[src/rtl/mbicm_pkg.sv]
package mbicm_pkg;
   // modbus function codes handled or screened here, and the exception codes sent
   localparam logic [7:0]  FC_READ_COILS    = 8'h01;
   localparam logic [7:0]  FC_WRITE_COIL    = 8'h05;
   localparam logic [7:0]  FC_WRITE_REG     = 8'h06;
   localparam logic [7:0]  FC_WRITE_COILS   = 8'h0f;
   localparam logic [7:0]  FC_WRITE_REGS    = 8'h10;
   localparam logic [7:0]  EXC_ILLEGAL_FUNC = 8'h01;
   localparam logic [7:0]  EXC_ILLEGAL_ADDR = 8'h02;
   // coil map of the digital inputs
   localparam logic [15:0] INPUT_LINE_1_STATE_OFS = 16'h0064;
   localparam logic [15:0] INPUT_LINE_2_STATE_OFS = 16'h0065;
   localparam logic [15:0] INPUT_LINE_3_STATE_OFS = 16'h0066;
   localparam logic [15:0] INPUT_LINE_4_STATE_OFS = 16'h0067;
   localparam logic [15:0] INPUT_LINE_5_STATE_OFS = 16'h0068;
   localparam logic [15:0] INPUT_LINE_6_STATE_OFS = 16'h0069;
   localparam logic [15:0] INPUT_LINE_7_STATE_OFS = 16'h006a;
   localparam logic [15:0] INPUT_LINE_8_STATE_OFS = 16'h006b;
   localparam int          COIL_COUNT             = 8;
   localparam logic [15:0] COIL_END               = 16'h006c;
   // defaults
   localparam logic [7:0]  UNIT_DEFAULT    = 8'h01;
   localparam logic [31:0] IP_DEFAULT      = 32'hc0a80064;
   localparam logic [31:0] MASK_DEFAULT    = 32'hffffff00;
   localparam logic [31:0] GATEWAY_DEFAULT = 32'hc0a80001;
   // configuration word selectors
   localparam logic [1:0]  CFG_SEL_IP      = 2'h0;
   localparam logic [1:0]  CFG_SEL_MASK    = 2'h1;
   localparam logic [1:0]  CFG_SEL_GATEWAY = 2'h2;
   localparam logic [1:0]  CFG_SEL_UNIT    = 2'h3;
endpackage

[src/rtl/mbicm_top.sv]
// Behaviour
// - 32-bit values travel low word first
// - two written words reassemble low word first
// - long and float are word swapped
// - float ieee single, integer 16 bits, bool bit
// - answer unit 1 unless reconfigured
// - reads served once address is configured
// - write commands accepted only in tcp mode
// - factory ip, mask and gateway defaults
// - auto addressing needs flash store and power cycle
// - auto addressing failure shows an error status
// - function 01 packs contiguous coils bitwise
// - coils 100..107 mirror inputs 1..8
// - integrated variant refuses coil read
// - invalid requests may get no reply
`timescale 1ns/100ps
`default_nettype none
module mbicm_top import mbicm_pkg::*; (
   input  wire logic                  i_mclk,          // 50 MHz clock
   input  wire logic                  i_reset_n,       // sync reset, active low
   input  wire logic                  i_ce,            // clock enable
   input  wire logic [COIL_COUNT-1:0] i_din,           // digital inputs 1..8
   input  wire logic                  i_req_valid,     // parsed request strobe
   input  wire logic [7:0]            i_req_unit,      // request unit number
   input  wire logic [7:0]            i_req_func,      // request function code
   input  wire logic [15:0]           i_req_addr,      // start address
   input  wire logic [15:0]           i_req_qty,       // quantity
   input  wire logic                  i_variant_integ, // integrated tcp variant
   input  wire logic                  i_mode_tcp,      // operating mode is modbus tcp
   input  wire logic                  i_cfg_valid,     // config word strobe
   input  wire logic                  i_cfg_low,       // config word is low half
   input  wire logic [1:0]            i_cfg_sel,       // config target
   input  wire logic [15:0]           i_cfg_word,      // config word
   input  wire logic                  i_flash_dhcp_en, // stored auto addressing setting
   input  wire logic                  i_dhcp_bound,    // lease obtained, pulse
   input  wire logic                  i_dhcp_fail,     // lease failed, pulse
   input  wire logic [31:0]           i_dhcp_ip,       // leased address
   output logic                       o_rsp_valid,     // answer pulse
   output logic                       o_rsp_exc,       // answer is an exception
   output logic      [7:0]            o_rsp_code,      // function or exception code
   output logic      [COIL_COUNT-1:0] o_rsp_bits,      // packed coil states
   output logic                       o_fwd_valid,     // request passed on, pulse
   output logic      [7:0]            o_fwd_func,      // passed function code
   output logic      [31:0]           o_ip_addr,       // active ip address
   output logic      [31:0]           o_net_mask,      // subnet mask
   output logic      [31:0]           o_gateway,       // default gateway
   output logic      [7:0]            o_unit_id,       // unit number in use
   output logic                       o_dhcp_active,   // auto addressing in force
   output logic                       o_dhcp_err,      // auto addressing failed
   output logic                       o_net_ready      // address usable
);

   function automatic logic is_write(input logic [7:0] f);
      return f == FC_WRITE_COIL || f == FC_WRITE_REG || f == FC_WRITE_COILS ||
             f == FC_WRITE_REGS;
   endfunction

   function automatic logic hits_coils(input logic [15:0] a, input logic [15:0] q);
      return a >= INPUT_LINE_1_STATE_OFS && a <= INPUT_LINE_8_STATE_OFS &&
             ({1'b0, a} + {1'b0, q}) <= {1'b0, COIL_END};
   endfunction

   logic        join_valid;
   logic [31:0] join_value;
   logic [1:0]  sel_r;
   logic        captured_r;
   logic        bound_r;
   logic        take;
   logic        own_unit;
   logic        read_ok;
   logic        coil_write;
   logic        pack_load;
   logic        is_read_coils;

   assign take          = i_ce && i_req_valid;
   assign own_unit      = i_req_unit == o_unit_id;
   assign is_read_coils = i_req_func == FC_READ_COILS;
   assign read_ok       = i_req_qty != 16'h0000 && i_req_qty <= 16'h0008;
   assign coil_write    = (i_req_func == FC_WRITE_COIL || i_req_func == FC_WRITE_COILS) &&
                          hits_coils(i_req_addr, (i_req_func == FC_WRITE_COIL) ?
                                     16'h0001 : i_req_qty);
   assign pack_load     = take && own_unit && o_net_ready && is_read_coils && !i_variant_integ
                          && read_ok && hits_coils(i_req_addr, i_req_qty);

   // config words: low half first, then high half completes the value
   mbicm_word_join u_join (
      .i_mclk    (i_mclk),
      .i_reset_n (i_reset_n),
      .i_ce      (i_ce),
      .i_valid   (i_cfg_valid),
      .i_low     (i_cfg_low),
      .i_word    (i_cfg_word),
      .o_valid   (join_valid),
      .o_value   (join_value)
   );

   mbicm_coil_pack u_pack (
      .i_mclk    (i_mclk),
      .i_reset_n (i_reset_n),
      .i_ce      (i_ce),
      .i_load    (pack_load),
      .i_lines   (i_din),
      .i_first   (3'(i_req_addr - INPUT_LINE_1_STATE_OFS)),
      .i_qty     (i_req_qty[3:0]),
      .o_bits    (o_rsp_bits)
   );

   // the selector travels with the low word
   always_ff @(posedge i_mclk) begin
      if (!i_reset_n) begin
         sel_r <= CFG_SEL_IP;
      end else if (i_ce && i_cfg_valid && i_cfg_low) begin
         sel_r <= i_cfg_sel;
      end
   end

   // manual network settings; a leased address overrides only the ip
   always_ff @(posedge i_mclk) begin
      if (!i_reset_n) begin
         o_ip_addr  <= IP_DEFAULT;
         o_net_mask <= MASK_DEFAULT;
         o_gateway  <= GATEWAY_DEFAULT;
         o_unit_id  <= UNIT_DEFAULT;
      end else if (i_ce) begin
         if (o_dhcp_active && i_dhcp_bound) begin
            o_ip_addr <= i_dhcp_ip;
         end else if (join_valid && sel_r == CFG_SEL_IP && !o_dhcp_active) begin
            o_ip_addr <= join_value;
         end
         if (join_valid && sel_r == CFG_SEL_MASK) begin
            o_net_mask <= join_value;
         end
         if (join_valid && sel_r == CFG_SEL_GATEWAY) begin
            o_gateway <= join_value;
         end
         if (join_valid && sel_r == CFG_SEL_UNIT) begin
            o_unit_id <= join_value[7:0];
         end
      end
   end

   // the stored setting is sampled once after reset, so a change in flash
   // only counts after the next power cycle
   always_ff @(posedge i_mclk) begin
      if (!i_reset_n) begin
         captured_r    <= 1'b0;
         o_dhcp_active <= 1'b0;
      end else if (i_ce && !captured_r) begin
         captured_r    <= 1'b1;
         o_dhcp_active <= i_flash_dhcp_en;
      end
   end

   // failure flag: a new failure beats a clearing lease in the same cycle
   always_ff @(posedge i_mclk) begin
      if (!i_reset_n) begin
         o_dhcp_err <= 1'b0;
         bound_r    <= 1'b0;
      end else if (i_ce && o_dhcp_active) begin
         if (i_dhcp_fail) begin
            o_dhcp_err <= 1'b1;
            bound_r    <= 1'b0;
         end else if (i_dhcp_bound) begin
            o_dhcp_err <= 1'b0;
            bound_r    <= 1'b1;
         end
      end
   end

   always_ff @(posedge i_mclk) begin
      if (!i_reset_n) begin
         o_net_ready <= 1'b0;
      end else if (i_ce) begin
         o_net_ready <= captured_r && (!o_dhcp_active || bound_r);
      end
   end

   // answers for the coil map; other codes are passed to the command side, except coil writes within the input coils and writes outside tcp mode
   always_ff @(posedge i_mclk) begin
      if (!i_reset_n) begin
         o_rsp_valid <= 1'b0;
         o_rsp_exc   <= 1'b0;
         o_rsp_code  <= 8'h00;
      end else if (i_ce) begin
         o_rsp_valid <= 1'b0;
         if (take && own_unit && o_net_ready && is_read_coils) begin
            if (i_variant_integ) begin
               o_rsp_valid <= 1'b1;
               o_rsp_exc   <= 1'b1;
               o_rsp_code  <= EXC_ILLEGAL_FUNC;
            end else if (!read_ok) begin
               o_rsp_valid <= 1'b0;
            end else if (hits_coils(i_req_addr, i_req_qty)) begin
               o_rsp_valid <= 1'b1;
               o_rsp_exc   <= 1'b0;
               o_rsp_code  <= FC_READ_COILS;
            end else begin
               o_rsp_valid <= 1'b1;
               o_rsp_exc   <= 1'b1;
               o_rsp_code  <= EXC_ILLEGAL_ADDR;
            end
         end
      end
   end

   // a coil write lying wholly within the input coils is dropped silently: nothing here is
   // writable, and passing it on could let the command side alias the inputs
   always_ff @(posedge i_mclk) begin
      if (!i_reset_n) begin
         o_fwd_valid <= 1'b0;
         o_fwd_func  <= 8'h00;
      end else if (i_ce) begin
         o_fwd_valid <= 1'b0;
         if (take && own_unit && o_net_ready && !is_read_coils && !coil_write &&
             (!is_write(i_req_func) || i_mode_tcp)) begin
            o_fwd_valid <= 1'b1;
            o_fwd_func  <= i_req_func;
         end
      end
   end
endmodule // mbicm_top
`default_nettype wire

[src/rtl/mbicm_word_join.sv]
`timescale 1ns/100ps
`default_nettype none
module mbicm_word_join (
   input  wire logic        i_mclk,      // system clock
   input  wire logic        i_reset_n,   // sync reset
   input  wire logic        i_ce,        // clock enable
   input  wire logic        i_valid,     // word strobe
   input  wire logic        i_low,       // word is the low half
   input  wire logic [15:0] i_word,      // 16-bit word
   output logic             o_valid,     // 32-bit value ready, one cycle
   output logic      [31:0] o_value      // joined value
);
   logic        have_low_r;
   logic [15:0] low_r;

   // low word first, high word completes the value
   always_ff @(posedge i_mclk) begin
      if (!i_reset_n) begin
         have_low_r <= 1'b0;
         low_r      <= 16'h0000;
      end else if (i_ce) begin
         if (i_valid && i_low) begin
            have_low_r <= 1'b1;
            low_r      <= i_word;
         end else if (i_valid) begin
            have_low_r <= 1'b0;
         end
      end
   end

   always_ff @(posedge i_mclk) begin
      if (!i_reset_n) begin
         o_valid <= 1'b0;
         o_value <= 32'h00000000;
      end else if (i_ce) begin
         o_valid <= i_valid && !i_low && have_low_r;
         if (i_valid && !i_low && have_low_r) begin
            o_value <= {i_word, low_r};
         end
      end
   end
endmodule // mbicm_word_join
`default_nettype wire

[src/rtl/mbicm_coil_pack.sv]
`timescale 1ns/100ps
`default_nettype none
module mbicm_coil_pack import mbicm_pkg::*; (
   input  wire logic                  i_mclk,    // system clock
   input  wire logic                  i_reset_n, // sync reset
   input  wire logic                  i_ce,      // clock enable
   input  wire logic                  i_load,    // capture a packed answer
   input  wire logic [COIL_COUNT-1:0] i_lines,   // input states, line 1 in bit 0
   input  wire logic [2:0]            i_first,   // first coil index
   input  wire logic [3:0]            i_qty,     // coils asked for, 1..8
   output logic      [COIL_COUNT-1:0] o_bits     // packed, first coil in bit 0
);
   logic [COIL_COUNT-1:0] bits_nxt;

   // unused tail bits are zero, as the byte must be padded
   always_comb begin
      bits_nxt = '0;
      for (int k = 0; k < COIL_COUNT; k++) begin
         if (k < int'(i_qty) && (k + int'(i_first)) < COIL_COUNT) begin
            bits_nxt[k] = i_lines[k + int'(i_first)];
         end
      end
   end

   always_ff @(posedge i_mclk) begin
      if (!i_reset_n) begin
         o_bits <= '0;
      end else if (i_ce && i_load) begin
         o_bits <= bits_nxt;
      end
   end
endmodule // mbicm_coil_pack
`default_nettype wire

[config.mk]
export PLATFORM = sky130hd
export DESIGN_NAME = mbicm_top
export DESIGN_NICKNAME = d
export VERILOG_FILES = /design/src/rtl/mbicm_pkg.sv /design/src/rtl/mbicm_top.sv /design/src/rtl/mbicm_word_join.sv /design/src/rtl/mbicm_coil_pack.sv
export SDC_FILE = /design/constraint.sdc
export NUM_CORES = 1
export LEC_CHECK = 0
export BUFFER_PORTS_ARGS = -buffer_cell sky130_fd_sc_hd__clkbuf_2
export CAP_MARGIN = 20
export CORE_UTILIZATION = 54
export DETAILED_ROUTE_END_ITERATION = 8
export PLACE_DENSITY = 0.86
export SLEW_MARGIN = 20
export SYNTH_ARGS = -nofsm -noshare
export SYNTH_HDL_FRONTEND = slang
export SYNTH_HIERARCHICAL = 1
export SYNTH_SLANG_ARGS = --single-unit
[constraint.sdc]
create_clock -name i_mclk -period 4.55 [get_ports i_mclk]
set_clock_uncertainty 0.1 [all_clocks]
set_input_delay 0.2275 -clock i_mclk [delete_from_list [all_inputs] [get_ports i_mclk]]
set_output_delay 0.2275 -clock i_mclk [all_outputs]
set_load 0.01 [all_outputs]
==> metrics <==
Synth Area in Compound Gates=16.9%; 1st-iter DRT viols=between 700 and 800; Hold Path Cell Cnt=3; most frequent cells in the layout=nand2_1 (265), clkbuf_2 (243), dfxtp_1 (182); Leak Pwr=between 5 and 6 nW; Post-Syn Area=9850 µm²; Setup CP Type=input port to register; endpoints failing setup=0; CORE AREA=17900 µm²; area of the multi-input gates=around 5800 µm²; post-synth cell types=76; Worst EP required=4770 ps; Ys Warns=6; startpoint types=input port; die width=137 µm; setup tns final=0 ps; Initial Util=55.0%; EDFF count, synth=0; Setup Buffers After CTS=0; Filler cells=1425; GPL Wtd Cong=~1.0; most common cell after layout, fill and taps aside=nand2_1; clock period minus worst slack=4290 ps; Max-Cap Viols=0; CP Cell Sequence=dlygate4sd3_1, clkbuf_2, nor3_2, nand3_1, or3_4, and2_1, fa_1, a21o_1, a221oi_2, o211ai_1, a221o_1, a2111oi_2, a41oi_1, buf_4, mux2i_1, nor2b_1; nets=about 1500; vias per cell=~5.8; Post-Synth Simple-Gate Area=20.2%; DRC viols=0; Root Buffer=clkbuf_16; clock transition at the registers of the reported paths=approximately 80 ps; total grt overflow=0; wire length per cell=18.3 µm; Min-Delay Path Class=input port to register; io pins=251; Post-Place Setup Slack=163 ps; final hold violations=0; Die Y=137 µm; mean post-synth cell area=around 9 µm²; worst flop-to-flop path startpoint=o_unit_id[6]; Slew HR=between 20% and 30%; CTS sink cnt=between 150 and 200; worst skew pair latency=between 400 and 500 ps; row count=around 50; final slew viol count=0; buffers added on ports=between 200 and 250; DIE AREA=~19000 µm²; period utilisation layout=~94%; 1st-pass router iterations=7; routed via count=just over 9000; r2r worst-path depth=9; VDD IR max=270 µV; ys async rst share=0%; PwrDens=about 310 nW/µm²; first-pass GRT wire length=45.0 mm; Worst Path Max Fanout=16; max incr delay on CP=540 ps; Global Route Usage Sum=31.0%; Syn Inst Count=approximately 1100; register bit total from synthesis=between 150 and 200; Post-Route WL=between 20 and 30 mm; fmax=0.233 GHz; register area=between 3000 and 4000 µm²; hold path start=i_dhcp_ip[23]; CTS max path bufs=2; total CTS buffers=17; sequential share of the synthesized area=a little under two fifths; r2r endpoint=u_pack/o_bits[6]; CTS tree=done; CP max stage cell=dlygate4sd3_1; Arr. time, crit path=4520 ps; post-synthesis mux area share=between 10% and 20%; layout cells sized above 1=between 20% and 30%; Top FF cell, synth=dfxtp_1; Min-Delay Endpoint=o_ip_addr[23]; initial antenna violation count=2; HPWL after DPL=around 20 mm; Post-Synth XOR/XNOR Area=about 2.3%; ANT nets after route=0; Syn-to-layout area delta=21.9%; Worst-Margin Slew=~1100 ps; adder-cell share of the synthesized area=about 5.4%; crit path capture type=register; combinational family with the most area after synthesis=simple AND/OR/NAND/NOR gates; number of global-route vias before repair=8709; RSZ-0062 raised after global routing=no; status=finished, final reports clean; reg2reg setup slack=about 1600 ps; Worst Setup Slack, final=between 200 and 300 ps; Pwr Total=between 3 and 4 mW; H-tree Lvls=4; largest net degree at the start of global routing=152
-- synthesized netlist by cell type (all sizes together) (3+ instances only) --
cell type	count	share of area (%)
nand3	46	2.3
a2111o	3	0.34
and2	23	1.5
o211a	26	2.6
or3	4	0.25
nor2b	16	1.0
mux2	3	0.34
o21a	11	0.85
a2111oi	3	0.33
xor2	6	0.53
nor2	28	1.1
clkbuf	44	1.7
inv	26	0.99
o41ai	6	0.53
xnor2	18	1.8
nor3	13	0.66
o22ai	5	0.32
mux4	13	3.3
nand4	8	0.51
or2	4	0.25
a21boi	48	3.7
nand2b	10	0.64
a211oi	9	0.74
o21ai	26	1.4
a21oi	32	1.7
mux2i	96	9.8
buf	26	2.1
dfxtp	182	37
a21o	5	0.38
nor4	12	0.89
o211ai	18	1.4
nand2	265	10
a31oi	4	0.25
ha	39	5.0
-- layout make-up --
type | count | share of cell area, %
diodes | 2 | 0.0417
clock inverters | 15 | 1.70
well taps | 229 | 2.39
multi-input cells | 845 | 48.1
inverters | 26 | 0.813
clock buffers | 17 | 3.54
flip-flops and latches | 182 | 30.4
repair buffers | 281 | 13.1
-- how the worst max path moves through the flow --
| stage | slack (ps) | depth (start not counted) | to | startpoint |
|---|---|---|---|---|
| 3_5_place_dp | 160 | 15 | o_fwd_func[6] | i_req_func[5] |
| 4_1_cts | 70 | 16 | o_fwd_func[6] | i_req_func[5] |
| 5_1_grt | 130 | 16 | o_fwd_func[6] | i_req_func[5] |
| 3_3_place_gp | 330 | 15 | o_fwd_func[6] | i_req_func[5] |
| 6_report | 260 | 16 | o_fwd_func[6] | i_req_func[5] |
| 2_1_floorplan | 780 | 15 | o_fwd_func[0] | i_req_func[5] |
-- critical path: cells and delay by family --
| family | cells | cell delay, ps |
|---|---|---|
| AND/OR/NAND/NOR | 5 | 1150 |
| buffers and inverters | 3 | 870 |
| multiplexers | 1 | 180 |
| adder cells (fa/ha/maj) | 1 | 440 |
| AO/OA/AOI/OAI | 6 | 1620 |
-- cells by family after synthesis --
logic type / Yosys count
AND/OR/NAND/NOR: 441
AO/OA/AOI/OAI: 221
flip-flops: 182
multiplexers: 112
buffers and inverters: 96
adder cells (fa/ha/maj): 41
XOR/XNOR: 24
other: 1
-- layer usage --
metal,vias to the layer above,wire length (µm),GRT usage [%],share of wire (%)
met1,4362,11800,36.7,40
met2,402,14000,52.1,48
met5,-,0,0,0
met4,0,1210,15.8,4.1
li1,4428,-,-,-
met3,87,2180,7.52,7.5
-- per-stage QoR --
step	instances	cell area (µm²)	util, %	hold slack, ps
2_1_floorplan	1123	9870	-	249
3_3_place_gp	1538	11100	62.1	334
3_5_place_dp	1538	11100	62.1	340
4_1_cts	1595	12000	67.0	4.99
5_1_grt	1595	12000	67.0	23.7
6_report	1597	12000	67.1	15.9
-- sequential cells by signal, indices dropped and copies added (netlist names) --
register,flops
o_net_mask,32
captured_r,1
u_join/have_low_r,1
o_dhcp_err,1
u_join/o_valid,1
bound_r,1
o_rsp_valid,1
o_gateway,32
o_rsp_exc,1
u_join/low_r,16
o_fwd_func,8
sel_r,2
o_net_ready,1
u_join/o_value,32
o_dhcp_active,1
o_rsp_code,2
o_ip_addr,32
u_pack/o_bits,8
o_unit_id,8
o_fwd_valid,1
-- what timing repair did --
item / 4_1_cts / 5_1_grt
hold buffers: 25 / 0
endpoints found under the hold margin: 39 / 0
gates resized for setup: 0 / 2
endpoints found under the setup margin: 0 / 9
-- where the power goes --
| group | internal, mW | leakage (nW) | switching (mW) |
|---|---|---|---|
| clock | 0.772 | 0.306 | 0.780 |
| combinational | 0.243 | 3.83 | 0.299 |
| sequential | 1.61 | 1.47 | 0.0111 |
Power figures use the tool's default switching activity.
